`src/logic/atpf_consts.svh`:
```
/*
  Constants of the asynchronous transmit packet framer: transaction and
  response codes, header field positions, reset values and sizes.
  Assumes inclusion by bare name from the package and the design files.
*/
`ifndef ATPF_CONSTS_SVH
`define ATPF_CONSTS_SVH

// ****************************************************************
// Transaction codes of the four block packet types
// ****************************************************************
`define ATPF_TC_WR_REQ        4'h1
`define ATPF_TC_WR_RESP       4'h2
`define ATPF_TC_RD_REQ        4'h5
`define ATPF_TC_RD_RESP       4'h7

// ****************************************************************
// Response codes and speed codes
// ****************************************************************
`define ATPF_RC_COMPLETE      4'h0
`define ATPF_RC_CONFLICT      4'h4
`define ATPF_RC_DATA_ERR      4'h5
`define ATPF_RC_TYPE_ERR      4'h6
`define ATPF_RC_ADDR_ERR      4'h7
`define ATPF_SPD_100          2'h0
`define ATPF_SPD_200          2'h1
`define ATPF_SPD_400          2'h2
`define ATPF_SPD_UNDEF        2'h3
`define ATPF_PRIO_CABLE       4'h0

// ****************************************************************
// Header field positions (lsb of each field)
// ****************************************************************
`define ATPF_Q1_SPD_LSB       16
`define ATPF_Q1_TAG_LSB       10
`define ATPF_Q1_RETRY_LSB     8
`define ATPF_Q1_TRANSACTION_CODE_LSB     4
`define ATPF_Q1_PRIO_LSB      0
`define ATPF_Q2_NODE_LSB      16
`define ATPF_Q2_RESPONSE_CODE_LSB     12
`define ATPF_Q4_COUNT_LSB     16
`define ATPF_Q4_EXT_LSB       0

// ****************************************************************
// Word selectors, sizes and reset values
// ****************************************************************
`define ATPF_SEL_Q1           3'h0
`define ATPF_SEL_Q2           3'h1
`define ATPF_SEL_Q3           3'h2
`define ATPF_SEL_Q4           3'h3
`define ATPF_SEL_PAY          3'h4
`define ATPF_WORD_W           32
`define ATPF_FIFO_DEPTH       32
`define ATPF_RST_WORD         32'h0000_0000

`endif

```
`src/logic/atpf_pkg.sv`:
```
/*
  Types of the asynchronous transmit packet framer: packet kinds, states,
  the request struct and small field helpers.
  Assumes atpf_consts.svh is on the include path.
*/
`include "atpf_consts.svh"

package atpf_pkg;

  typedef enum logic [1:0] {
    KIND_WR_REQ  = 2'h0,
    KIND_WR_RESP = 2'h1,
    KIND_RD_REQ  = 2'h2,
    KIND_RD_RESP = 2'h3
  } atpf_kind_e;

  typedef enum logic [2:0] {
    ST_IDLE = 3'h1,
    ST_HDR  = 3'h2,
    ST_PAY  = 3'h4
  } atpf_state_e;

  typedef struct packed {
    logic [9:0] bus;
    logic [5:0] node;
  } atpf_node_id_s;

  typedef struct packed {
    atpf_kind_e    kind;
    logic [1:0]    spd;
    logic [5:0]    tag;
    logic [1:0]    retry;
    atpf_node_id_s node_id;
    logic [15:0]   offset_high;
    logic [31:0]   offset_low;
    logic [3:0]    response_code;
    logic [15:0]   payload_byte_count;
    logic [15:0]   extended_transaction_code;
  } atpf_req_s;

  function automatic logic [3:0] atpf_transaction_code(input atpf_kind_e k);
    case (k)
      KIND_WR_REQ:  atpf_transaction_code = `ATPF_TC_WR_REQ;
      KIND_WR_RESP: atpf_transaction_code = `ATPF_TC_WR_RESP;
      KIND_RD_REQ:  atpf_transaction_code = `ATPF_TC_RD_REQ;
      default:      atpf_transaction_code = `ATPF_TC_RD_RESP;
    endcase
  endfunction

  function automatic logic atpf_is_resp(input atpf_kind_e k);
    atpf_is_resp = (k == KIND_WR_RESP) || (k == KIND_RD_RESP);
  endfunction

  function automatic logic atpf_has_pay(input atpf_kind_e k);
    atpf_has_pay = (k == KIND_WR_REQ) || (k == KIND_RD_RESP);
  endfunction

  function automatic logic atpf_response_code_ok(input logic [3:0] rc);
    atpf_response_code_ok = (rc == `ATPF_RC_COMPLETE) || (rc == `ATPF_RC_CONFLICT)
                 || (rc == `ATPF_RC_DATA_ERR) || (rc == `ATPF_RC_TYPE_ERR)
                 || (rc == `ATPF_RC_ADDR_ERR);
  endfunction

endpackage

```
`src/logic/atpf_host.sv`:
```
/*
  Host-side framer for asynchronous block transmit packets. Takes one
  request struct and payload quadlets, writes four header quadlets and
  the payload into the link's transmit queue.
  Assumes the transmit queue accepts a word when tq_valid and tq_ready.
*/
// Functional notes
// - Response code 4: responder resource conflict; request may be retried.
// - Response code 5: hardware error at responder, data not available.
// - Response code 6: request header field unsupported or invalid.
// - Response code 7: address not accessible; codes 8 to 15 never sent.
// - Target offset is quadlet aligned, a multiple of four.
// - Read requests carry no data word; only write requests and read responses carry data.
// - Quadlet one carries speed, tag, retry, transaction code, priority.
// - Request quadlets two and three hold node id and 48-bit offset.
// - Quadlet four upper half holds the payload byte count.
// - Quadlet four lower half holds the extended transaction code.
// - Response quadlet two upper half holds the requesting node id.
// - Response quadlet two carries the response code.
// - Response quadlet three is reserved and sent as zero.
// - Speed 00/01/10 mean 100/200/400 Mbit/s; 11 is undefined.
// - Response code 0 means complete; codes 1 to 3 reserved.
// - Retry code 00 new, 01 retry_X, 10 retryA, 11 retryB.
// - Node id is 10-bit bus number followed by 6-bit node number.
`timescale 1ns/1ps
`include "atpf_consts.svh"

module atpf_host import atpf_pkg::*; #(
  parameter int DEPTH = `ATPF_FIFO_DEPTH
) (
  input  wire logic        clk,
  input  wire logic        rst,
  input  wire atpf_req_s   cmd_req,
  input  wire logic        cmd_valid,
  output logic             cmd_ready,
  output logic             cmd_err,
  input  wire logic [31:0] pay_data,
  input  wire logic        pay_valid,
  output logic             pay_ready,
  output logic [31:0]      tq_data,
  output logic             tq_valid,
  output logic             tq_last,
  input  wire logic        tq_ready
);

  // ****************************************************************
  // Payload FIFO
  // ****************************************************************
  logic [31:0] fifo_data;
  logic        fifo_valid;
  logic        fifo_pop;

  atpf_fifo #(
    .WIDTH (`ATPF_WORD_W),
    .DEPTH (DEPTH)
  ) u_fifo (
    .clk       (clk),
    .rst       (rst),
    .in_data   (pay_data),
    .in_valid  (pay_valid),
    .in_ready  (pay_ready),
    .out_data  (fifo_data),
    .out_valid (fifo_valid),
    .out_ready (fifo_pop)
  );

  // ****************************************************************
  // Request check and header words
  // ****************************************************************
  atpf_state_e state_reg, state_next;
  atpf_req_s   cur_reg, cur_next;
  logic [1:0]  idx_reg, idx_next;
  logic [14:0] left_reg, left_next;
  logic [2:0]  sel_reg, sel_next;
  logic [31:0] data_next;
  logic        valid_next, last_next, err_next, ready_next;
  logic        req_ok, adv;
  logic [16:0] byte_sum;
  logic [14:0] quads;
  logic [31:0] hdr_word;

  always_comb begin
    req_ok = (cmd_req.spd != `ATPF_SPD_UNDEF);
    if (atpf_is_resp(cmd_req.kind)) begin
      req_ok = req_ok && atpf_response_code_ok(cmd_req.response_code);
    end else begin
      req_ok = req_ok && (cmd_req.offset_low[1:0] == 2'h0);
    end
    byte_sum = {1'b0, cmd_req.payload_byte_count} + 17'h00003;
    quads    = atpf_has_pay(cmd_req.kind) ? byte_sum[16:2] : 15'h0000;
  end

  always_comb begin
    hdr_word = `ATPF_RST_WORD;
    case (idx_reg)
      2'h0: begin
        hdr_word[`ATPF_Q1_SPD_LSB +: 2]   = cur_reg.spd;
        hdr_word[`ATPF_Q1_TAG_LSB +: 6]   = cur_reg.tag;
        hdr_word[`ATPF_Q1_RETRY_LSB +: 2] = cur_reg.retry;
        hdr_word[`ATPF_Q1_TRANSACTION_CODE_LSB +: 4] = atpf_transaction_code(cur_reg.kind);
        hdr_word[`ATPF_Q1_PRIO_LSB +: 4]  = `ATPF_PRIO_CABLE;
      end
      2'h1: begin
        hdr_word[`ATPF_Q2_NODE_LSB +: 16] = cur_reg.node_id;
        if (atpf_is_resp(cur_reg.kind)) begin
          hdr_word[`ATPF_Q2_RESPONSE_CODE_LSB +: 4] = cur_reg.response_code;
        end else begin
          hdr_word[15:0] = cur_reg.offset_high;
        end
      end
      2'h2: begin
        if (!atpf_is_resp(cur_reg.kind)) begin
          hdr_word = cur_reg.offset_low;
        end
      end
      default: begin
        hdr_word[`ATPF_Q4_COUNT_LSB +: 16] = cur_reg.payload_byte_count;
        hdr_word[`ATPF_Q4_EXT_LSB +: 16]   =
          cur_reg.extended_transaction_code;
      end
    endcase
  end

  // ****************************************************************
  // Framing state machine
  // ****************************************************************
  always_comb begin
    state_next = state_reg;
    cur_next   = cur_reg;
    idx_next   = idx_reg;
    left_next  = left_reg;
    sel_next   = sel_reg;
    data_next  = tq_data;
    valid_next = tq_valid && !tq_ready;
    last_next  = tq_last;
    err_next   = 1'b0;
    fifo_pop   = 1'b0;
    adv        = !tq_valid || tq_ready;
    case (state_reg)
      ST_IDLE: begin
        if (cmd_valid && cmd_ready) begin
          if (!req_ok) begin
            err_next = 1'b1;
          end else begin
            cur_next   = cmd_req;
            idx_next   = 2'h0;
            left_next  = quads;
            state_next = ST_HDR;
          end
        end
      end
      ST_HDR: begin
        if (adv) begin
          valid_next = 1'b1;
          data_next  = hdr_word;
          sel_next   = {1'b0, idx_reg};
          idx_next   = idx_reg + 2'h1;
          last_next  = (idx_reg == 2'h3) && (left_reg == 15'h0000);
          if (idx_reg == 2'h3) begin
            state_next = (left_reg == 15'h0000) ? ST_IDLE : ST_PAY;
          end
        end
      end
      ST_PAY: begin
        if (adv && fifo_valid) begin
          fifo_pop   = 1'b1;
          valid_next = 1'b1;
          data_next  = fifo_data;
          sel_next   = `ATPF_SEL_PAY;
          left_next  = left_reg - 15'h0001;
          last_next  = (left_reg == 15'h0001);
          if (left_reg == 15'h0001) begin
            state_next = ST_IDLE;
          end
        end
      end
      default: begin
        state_next = ST_IDLE;
      end
    endcase
    // New request only once the last word has left
    ready_next = (state_next == ST_IDLE) && !valid_next;
  end

  always_ff @(posedge clk or posedge rst) begin
    if (rst) begin
      state_reg <= ST_IDLE;
      cur_reg   <= '0;
      idx_reg   <= 2'h0;
      left_reg  <= 15'h0000;
      sel_reg   <= `ATPF_SEL_Q1;
      tq_data   <= `ATPF_RST_WORD;
      tq_valid  <= 1'b0;
      tq_last   <= 1'b0;
      cmd_err   <= 1'b0;
      cmd_ready <= 1'b1;
    end else begin
      state_reg <= state_next;
      cur_reg   <= cur_next;
      idx_reg   <= idx_next;
      left_reg  <= left_next;
      sel_reg   <= sel_next;
      tq_data   <= data_next;
      tq_valid  <= valid_next;
      tq_last   <= last_next;
      cmd_err   <= err_next;
      cmd_ready <= ready_next;
    end
  end

  logic out_q1, out_q2, out_q3, out_q4, is_resp;
  assign is_resp = atpf_is_resp(cur_reg.kind);
  assign out_q1  = tq_valid && (sel_reg == `ATPF_SEL_Q1);
  assign out_q2  = tq_valid && (sel_reg == `ATPF_SEL_Q2);
  assign out_q3  = tq_valid && (sel_reg == `ATPF_SEL_Q3);
  assign out_q4  = tq_valid && (sel_reg == `ATPF_SEL_Q4);
endmodule

```
`src/logic/atpf_fifo.sv`:
```
/*
  Payload FIFO of the transmit packet framer, flip-flop storage.
  Assumes one clock; writes take in_valid and in_ready, reads take
  out_valid and out_ready; flags are registered.
*/
`timescale 1ns/1ps
`include "atpf_consts.svh"

module atpf_fifo import atpf_pkg::*; #(
  parameter int WIDTH = `ATPF_WORD_W,
  parameter int DEPTH = `ATPF_FIFO_DEPTH
) (
  input  wire logic             clk,
  input  wire logic             rst,
  input  wire logic [WIDTH-1:0] in_data,
  input  wire logic             in_valid,
  output logic                  in_ready,
  output logic [WIDTH-1:0]      out_data,
  output logic                  out_valid,
  input  wire logic             out_ready
);

  localparam int AW = $clog2(DEPTH);

  logic [WIDTH-1:0] mem_reg [DEPTH];
  logic [AW-1:0]    wr_reg, wr_next, rd_reg, rd_next;
  logic [AW:0]      cnt_reg, cnt_next;
  logic             full_reg, full_next, empty_reg, empty_next;
  logic             room_reg, room_next;
  logic             push, pop;

  assign in_ready  = room_reg;
  assign out_valid = !empty_reg;
  assign out_data  = mem_reg[rd_reg];

  always_comb begin
    push     = in_valid && !full_reg;
    pop      = out_ready && !empty_reg;
    wr_next  = wr_reg;
    rd_next  = rd_reg;
    if (push) begin
      wr_next = (wr_reg == AW'(DEPTH - 1)) ? '0 : wr_reg + 1'b1;
    end
    if (pop) begin
      rd_next = (rd_reg == AW'(DEPTH - 1)) ? '0 : rd_reg + 1'b1;
    end
    cnt_next   = cnt_reg + {{AW{1'b0}}, push} - {{AW{1'b0}}, pop};
    full_next  = (cnt_next == (AW + 1)'(DEPTH));
    room_next  = !full_next;
    empty_next = (cnt_next == '0);
  end

  always_ff @(posedge clk or posedge rst) begin
    if (rst) begin
      wr_reg    <= '0;
      rd_reg    <= '0;
      cnt_reg   <= '0;
      full_reg  <= 1'b0;
      room_reg  <= 1'b1;
      empty_reg <= 1'b1;
    end else begin
      wr_reg    <= wr_next;
      rd_reg    <= rd_next;
      cnt_reg   <= cnt_next;
      full_reg  <= full_next;
      room_reg  <= room_next;
      empty_reg <= empty_next;
    end
  end

  // Storage has no reset; only written words are ever read
  always_ff @(posedge clk) begin
    if (push) begin
      mem_reg[wr_reg] <= in_data;
    end
  end

endmodule

```
`config.mk`:
```
export PLATFORM = sky130hd
export DESIGN_NAME = atpf_host
export DESIGN_NICKNAME = d
export VERILOG_FILES = /design/src/logic/atpf_pkg.sv /design/src/logic/atpf_host.sv /design/src/logic/atpf_fifo.sv
export VERILOG_INCLUDE_DIRS = /design/src /design/src/logic
export SDC_FILE = /design/constraint.sdc
export NUM_CORES = 1
export LEC_CHECK = 0
export BUFFER_PORTS_ARGS = -buffer_cell sky130_fd_sc_hd__buf_4
export CORE_MARGIN = 2
export CORE_UTILIZATION = 45
export DETAILED_ROUTE_END_ITERATION = 8
export PLACE_DENSITY_LB_ADDON = 0.1
export RECOVER_POWER = 100
export REMOVE_ABC_BUFFERS = 1
export SLEW_MARGIN = 25
export SYNTH_ARGS = -nofsm -noshare
export SYNTH_HDL_FRONTEND = slang
export SYNTH_SLANG_ARGS = --single-unit
export TNS_END_PERCENT = 30
```
`constraint.sdc`:
```
create_clock -name clk -period 7.6 [get_ports clk]
set_input_delay 1.52 -clock clk [delete_from_list [all_inputs] [get_ports clk]]
set_output_delay 1.52 -clock clk [all_outputs]
set_load 0.02 [all_outputs]
```
==> results_dict.tcl, run 1 <==
set metrics [dict create \
    layout.nets 3112 \
    vias 26462 \
    gr-total-overflow 0 \
    cts_sinks 1211 \
    cp.arrival_ns 6.20 \
    finalWorstSetupSlack_ns 1.95 \
    fmax_mhz 177 \
    io_pins 186 \
    initial_core_util_pct 45.5 \
    antenna_found_initial 6 \
    ctsHtreeMaxLevel 3 \
    ys_ff_latch 1211 \
    hold_ws_ns 0.472 \
    worst-slew-pin-transition_ns 3.37 \
    maxCapViolations 61 \
    largest_reg_flops 1024 \
    rsz0062_at_grt "no" \
    clk_latency_ns 0.70 \
    drtIter0Drc 2643 \
    post_cts_resize_count 0 \
    dr.pass1.iters 5 \
    path_clk_slew_ns 0.07 \
    cp_top_family "buffers and inverters" \
    area_growth_pct 13.5 \
    grt_pass1_wl_microns 187000 \
    netSwitchingFraction_pct 24.6 \
    post_cts_buffers 0 \
    core_sq_um 106000 \
    grt_max_degree 125 \
    synth_top_cell_by_area "edfxtp_1" \
    ys_seq_area_share_pct 73.7 \
    hp-class "flip-flop to flip-flop" \
    cts_buffers 121 \
    slowest_delay_ns 1.95 \
    ant_nets 0 \
    period_share_pct 74.4 \
    wirelength_microns 129000 \
    path_max_fanout 62 \
    syn_area_sq_um 48100 \
    crit_type "primary input to flip-flop" \
    post-synth-top-count-cell "edfxtp_1" \
    status "complete, but fails checks" \
    hold_buffers 0 \
    violations "max-capacitance violations, max-slew violations" \
    path_cells "clkbuf_1, ha_1, nor2_1, o31ai_1, nand3_1, clkbuf_1, a21oi_1, a2bb2oi_1" \
    pre_cts_ws_ns 2.48 \
    synth_cell_types 71 \
    internal_power_uw 11900 \
    die_h_microns 331 \
    drc_errors 0 \
    leakagePower_uw 0.0181 \
    die_x_microns 331 \
    place_congestion 0.813 \
    synth_commonest_cells "edfxtp_1 (1024), nand2_1 (403), mux4_2 (241)" \
    seq_power_share_pct 51.8 \
    netSwitchingPower_uw 3900 \
    async_reset_ff_share_pct 15.4 \
    die-area_sq_um 109000 \
    clk_path_buf_depth 3 \
    setup_viol 0 \
    worstSetupEndpointType "flip-flop" \
    dp_hpwl_microns 76000 \
    slew_violations 1343 \
    start_kind "primary input" \
    placementRows 119 \
    relSlewSlack_pct -125 \
    synth-edff-count 1024 \
    cts_tree "done" \
    cpMaxStageDelayCell "clkbuf_1" \
    viasPerCell 5.96 \
    hold_viol 0 \
    cpMostUsedCell "clkbuf_1" \
    ys.flop_type "edfxtp_1" \
    wl_per_cell_microns 29.0 \
    synth_top_area_share_pct 64.0 \
    layout_min_cycle_time_ns 5.65 \
    layout-drive-gt1-share_pct 19.7 \
    cts-root-buf "clkbuf_16" \
    comb_power_share_pct 9.9 \
    power_density_nw_per_um2 290 \
    first_global_vias 27181 \
    port_buffers 185 \
    synthCells 2726 \
    yosys_warnings 0 \
    clkPwrFrac_pct 38.3 \
    avgSynthCellArea_sq_um 17.6 \
    cp.required_ns 8.14 \
    grt_usage_pct 23.7 \
    crit_buf_inv 2 \
    synth.area.top_cells "edfxtp_1 (64%), mux4_2 (11%), dfrtp_1 (9.5%), nand2_1 (3.1%), mux2i_1 (1.2%)" \
    finClkSkew_ns 0.0216 \
    fin_tns_setup_ns 0 \
    vdd_drop_max_v 0.000184 \
]
[power groups by stage]
stage               Clock (uW)  Sequential, uW  Combinational [uW]
floorplan                    0            8290                 844
global placement             0            8280                1680
detailed placement           0            8310                1720
CTS                       6160            8180                1730
global route              6410            8260                1730
finish                    6050            8200                1570
[per-stage QoR]
step,cell area [sq um],cells,power (uW),utilization (%)
5_1_grt,54500,4438,16400,51.7
3_3_place_gp,51200,4206,9960,48.5
4_1_cts,55200,4438,16100,52.3
3_5_place_dp,51200,4208,10000,48.5
2_1_floorplan,47200,2571,9130,-
6_report,54500,4439,15800,51.7
[final timing paths]
path,from,cells after the start,endpoint,slack (ns)
max,cmd_req[110],8,left_reg[6]$_DFFE_PP0P_,1.95
min,cur_reg[25]$_DFFE_PP0P_,2,cur_reg[25]$_DFFE_PP0P_,0.47
max reg2reg,u_fifo.rd_reg[0]$_DFFE_PP0P_,6,tq_data[5]$_DFFE_PP0P_,2.25
min reg2reg,cur_reg[25]$_DFFE_PP0P_,2,cur_reg[25]$_DFFE_PP0P_,0.47
max in group asynchronous,rst,3,tq_data[11]$_DFFE_PP0P_,3.57
min in group asynchronous,rst,2,cur_reg[106]$_DFFE_PP0P_,0.96
[cell usage in the layout (no fill, tap or decap), types with 42 or more instances in the layout]
master	count
nor2_1	112
a22oi_1	55
mux2i_1	56
nand2_1	403
o22ai_1	43
clkbuf_16	125
dfrtp_1	179
buf_4	132
edfxtp_1	1024
o21ai_0	55
a21oi_1	42
mux4_2	241
clkbuf_1	143
nor3_1	48
[worst register-to-register path, stage by stage (launching register included)]
cell	delay, ns
dfrtp_1	2.08
clkbuf_1	1.57
mux4_2	0.69
mux2i_1	0.15
a221oi_1	0.09
clkbuf_1	0.28
a221o_1	0.38
[metal layers]
| layer | part of all wire, % | GRT usage (%) | wire, microns |
|---|---|---|---|
| met5 | 0.010 | 0 | 13 |
| met4 | 1.8 | 5.23 | 2330 |
| met3 | 6.3 | 3.41 | 8160 |
| met2 | 48 | 38.3 | 61700 |
| met1 | 44 | 34.6 | 56500 |
[logic make-up after synthesis]
family	count (synthesis)	synth area share, %
AO/OA/AOI/OAI	313	4.47
XOR/XNOR	17	0.310
adder cells (fa/ha/maj)	23	0.614
buffers and inverters	179	1.91
flip-flops	1211	73.7
multiplexers	319	13.1
AND/OR/NAND/NOR	664	5.85
[layout make-up]
class | count | area (sq um)
fill | 8623 | 51000
sequential | 1211 | 35400
multi-input combinational | 1336 | 11800
clock buffer | 168 | 3400
tap | 1391 | 1740
timing repair buffer | 246 | 1470
clock inverter | 62 | 639
inverter | 24 | 97.6
antenna | 1 | 2.50
(Power assumes the default switching activity.)
==> run 2, diff against run 1 <==
Settings changed: ABC_AREA set to 1.
Clock period 7.6 ns to 5.44 ns, I/O delays scaled along.
==> run 2 against run 1 <==
Compared with the run above:
- critical endpoint is now u_fifo.mem_reg[7][8]$_DFFE_PP_
- cell count grew 58%
- flip-flop and latch count is the same
- sequential power grew 44%
- largest cell class unchanged
- largest power group unchanged
- the run still ends with max-capacitance violations, max-slew violations left
- hold slack gained 0.00083 ns
- register-to-register slack lost 1.0 ns
- area after synthesis grew 8.8%
- clock skew grew 0.00090 ns
- combinational power grew to 3.4 times the previous value
- total power grew 66%
- worst setup slack lost 0.84 ns
- first-iteration DRC count grew 38%
- sequential share of layout area shrank 5.4 points
==> results_dict.tcl, run 2 <==
set metrics [dict create \
    status "complete, but fails checks" \
    violations "max-capacitance violations, max-slew violations" \
    io_pins 186 \
    layout.nets 5547 \
    port_buffers 185 \
    wirelength_microns 154000 \
    synth.area.mux_share_pct 0.0191 \
    initial_core_util_pct 45.2 \
    first_global_vias 34748 \
    synth_top_area_share_pct 58.8 \
    cts-root-buf "clkbuf_16" \
    die_h_microns 345 \
    avgSynthCellArea_sq_um 10.0 \
    start_kind "primary input" \
    layout_common_cells "nand2_1 (1701), edfxtp_1 (1024), inv_1 (579)" \
    cpMaxStageDelayCell "nor2_1" \
    rsz0062_at_grt "no" \
    netSwitchingPower_uw 8080 \
    drtIter0Drc 3647 \
    die_x_microns 345 \
    largest_reg_flops 1024 \
    clk_latency_ns 0.74 \
    finalWorstSetupSlack_ns 1.11 \
    relSlewSlack_pct -107 \
    synth-adder-area-share_pct 0.564 \
    viasPerCell 5.25 \
    hold_ws_ns 0.472 \
    post_cts_resize_count 0 \
    grt_pass1_wl_microns 227000 \
    yosys_warnings 0 \
    ys_seq_area_share_pct 67.7 \
    synth_top_cell_by_area "edfxtp_1" \
    drc_errors 0 \
    cp.arrival_ns 4.75 \
    period_share_pct 79.6 \
    synthSimpleGateAreaFrac_pct 20.7 \
    clk_path_buf_depth 3 \
    synth.area.top_cells "edfxtp_1 (59%), nand2_1 (12%), dfrtp_1 (8.8%), nand3_1 (4.7%), inv_1 (4.2%)" \
    dp_hpwl_microns 86600 \
    clkPwrFrac_pct 34.9 \
    dr.pass1.iters 6 \
    gr-total-overflow 0 \
    setup_viol 0 \
    worstSetupEndpointType "flip-flop" \
    antenna_found_initial 3 \
    ant_nets 0 \
    post_cts_buffers 0 \
    vdd_drop_max_v 0.000314 \
    layout_min_cycle_time_ns 4.33 \
    maxCapViolations 36 \
    slowest_delay_ns 2.03 \
    leakagePower_uw 0.0248 \
    synth-edff-count 1024 \
    internal_power_uw 18200 \
    cts_tree "done" \
    core_sq_um 116000 \
    placementRows 125 \
    worst-slew-pin-transition_ns 3.10 \
    vias 36780 \
    power_density_nw_per_um2 442 \
    ctsHtreeMaxLevel 4 \
    ys.flop_type "edfxtp_1" \
    place_inst 6761 \
    grt_usage_pct 25.8 \
    fmax_mhz 231 \
    path_max_fanout 15 \
    post-synth-top-count-cell "nand2_1" \
    synth_commonest_cells "nand2_1 (1702), edfxtp_1 (1024), inv_1 (583)" \
    layout-drive-gt1-share_pct 7.95 \
    cts_sinks 1211 \
    seq_power_share_pct 44.8 \
    slew_violations 976 \
    synth_compound_area_share_pct 4.27 \
    ys_ff_latch 1211 \
    place_congestion 0.825 \
    pre_cts_ws_ns 1.54 \
    comb_power_share_pct 20.3 \
    die-area_sq_um 119000 \
    stdcell_count 7009 \
    synth_xor_area_share_pct 0.184 \
    cts_buffers 136 \
    final_common_cell "nand2_1" \
    synth_cell_types 36 \
    finClkSkew_ns 0.0225 \
    hold_viol 0 \
    path_clk_slew_ns 0.06 \
    synth_top_family_by_area "simple AND/OR/NAND/NOR gates" \
    diodes 0 \
    wl_per_cell_microns 22.0 \
    cp.required_ns 5.85 \
    async_reset_ff_share_pct 15.4 \
    cpMostUsedCell "nor2_1" \
    fin_tns_setup_ns 0 \
    hold_buffers 0 \
    grt_max_degree 194 \
    final_core_util_pct 51.4 \
    synthCells 5227 \
    hp-class "flip-flop to flip-flop" \
    path_cells "clkbuf_4, inv_1, nor2_1, clkbuf_1, nand2_1, nor2_1, buf_4" \
    area_growth_pct 13.7 \
    netSwitchingFraction_pct 30.7 \
    syn_area_sq_um 52300 \
    crit_type "primary input to flip-flop" \
    fill_cells 10558 \
]
[run 2: cell types whose count changed after synthesis, moves of 31 or more]
cell / previous run / this run
nand2_1: 403 / 1702
inv_1: 21 / 583
nand3_1: 15 / 489
nor2_1: 115 / 441
mux4_2: 241 / 0
o21ai_0: 57 / 252
a21oi_1: 42 / 161
buf_2: 45 / 123
mux2i_1: 56 / 1
a22oi_1: 55 / 3
o22ai_1: 43 / 8
clkbuf_1: 67 / 101
nor3_1: 48 / 14
or2_2: 1 / 32
[run 2: final cells by class]
type,instances,area [sq um],share of cell area [%]
clock buffer,183,3860,6.49
tap,1524,1910,3.21
sequential,1211,35400,59.6
clock inverter,65,601,1.01
multi-input combinational,3160,13500,22.8
inverter,589,2240,3.76
timing repair buffer,277,1870,3.15
[run 2: cell families (layout without fill, tap and decap cells)]
group	count (synthesis)	in the layout
simple gates	2688	2688
flops	1211	1211
buf+inv	856	1114
compound gates	437	437
fa+ha+maj	23	23
xor+xnor	11	11
mux	1	1
[run 2: worst max-delay path, delay by kind of cell]
kind,cells,cell delay (ns)
buffers and inverters,4,1.10
and+or+nand+nor,3,2.52
[run 2: final timing paths]
path                                                start                              to  slack [ns]  cells after the start
worst min-delay path              cur_reg[14]$_DFFE_PP0P_         cur_reg[14]$_DFFE_PP0P_        0.47                      2
worst max register to register  u_fifo.full_reg$_DFF_PP0_  u_fifo.mem_reg[7][8]$_DFFE_PP_        1.21                      5
worst min register to register    cur_reg[14]$_DFFE_PP0P_         cur_reg[14]$_DFFE_PP0P_        0.47                      2
worst max-delay path                            pay_valid  u_fifo.mem_reg[7][8]$_DFFE_PP_        1.11                      7
max in group asynchronous                             rst    u_fifo.rd_reg[0]$_DFFE_PP0P_        2.17                      2
min in group asynchronous                             rst         cur_reg[33]$_DFFE_PP0P_        1.31                      2
[run 2: layer usage]
metal,up-vias,routed length (microns),GRT usage [%],share of wire (%)
met5,-,0,0,0
met4,0,3730,6.89,2.4
met3,233,9490,3.53,6.1
met2,1175,72000,41.2,47
met1,18012,69100,37.3,45
li1,17360,-,-,-
[run 2: metrics by stage]
stage / area [sq um] / total power (uW)
final: 59500 / 26300
after floorplan: 51100 / 15500
after CTS: 60000 / 26700
after detailed placement: 55600 / 17500
after global placement: 55600 / 17400
after global routing: 59500 / 27600
[run 2: power groups by stage]
stage	Clock, uW	Combinational, uW	Sequential [uW]
2_1_floorplan	0	3400	12100
3_3_place_gp	0	5510	11900
3_5_place_dp	0	5560	11900
4_1_cts	9310	5590	11800
5_1_grt	9670	5990	11900
6_report	9170	5340	11800
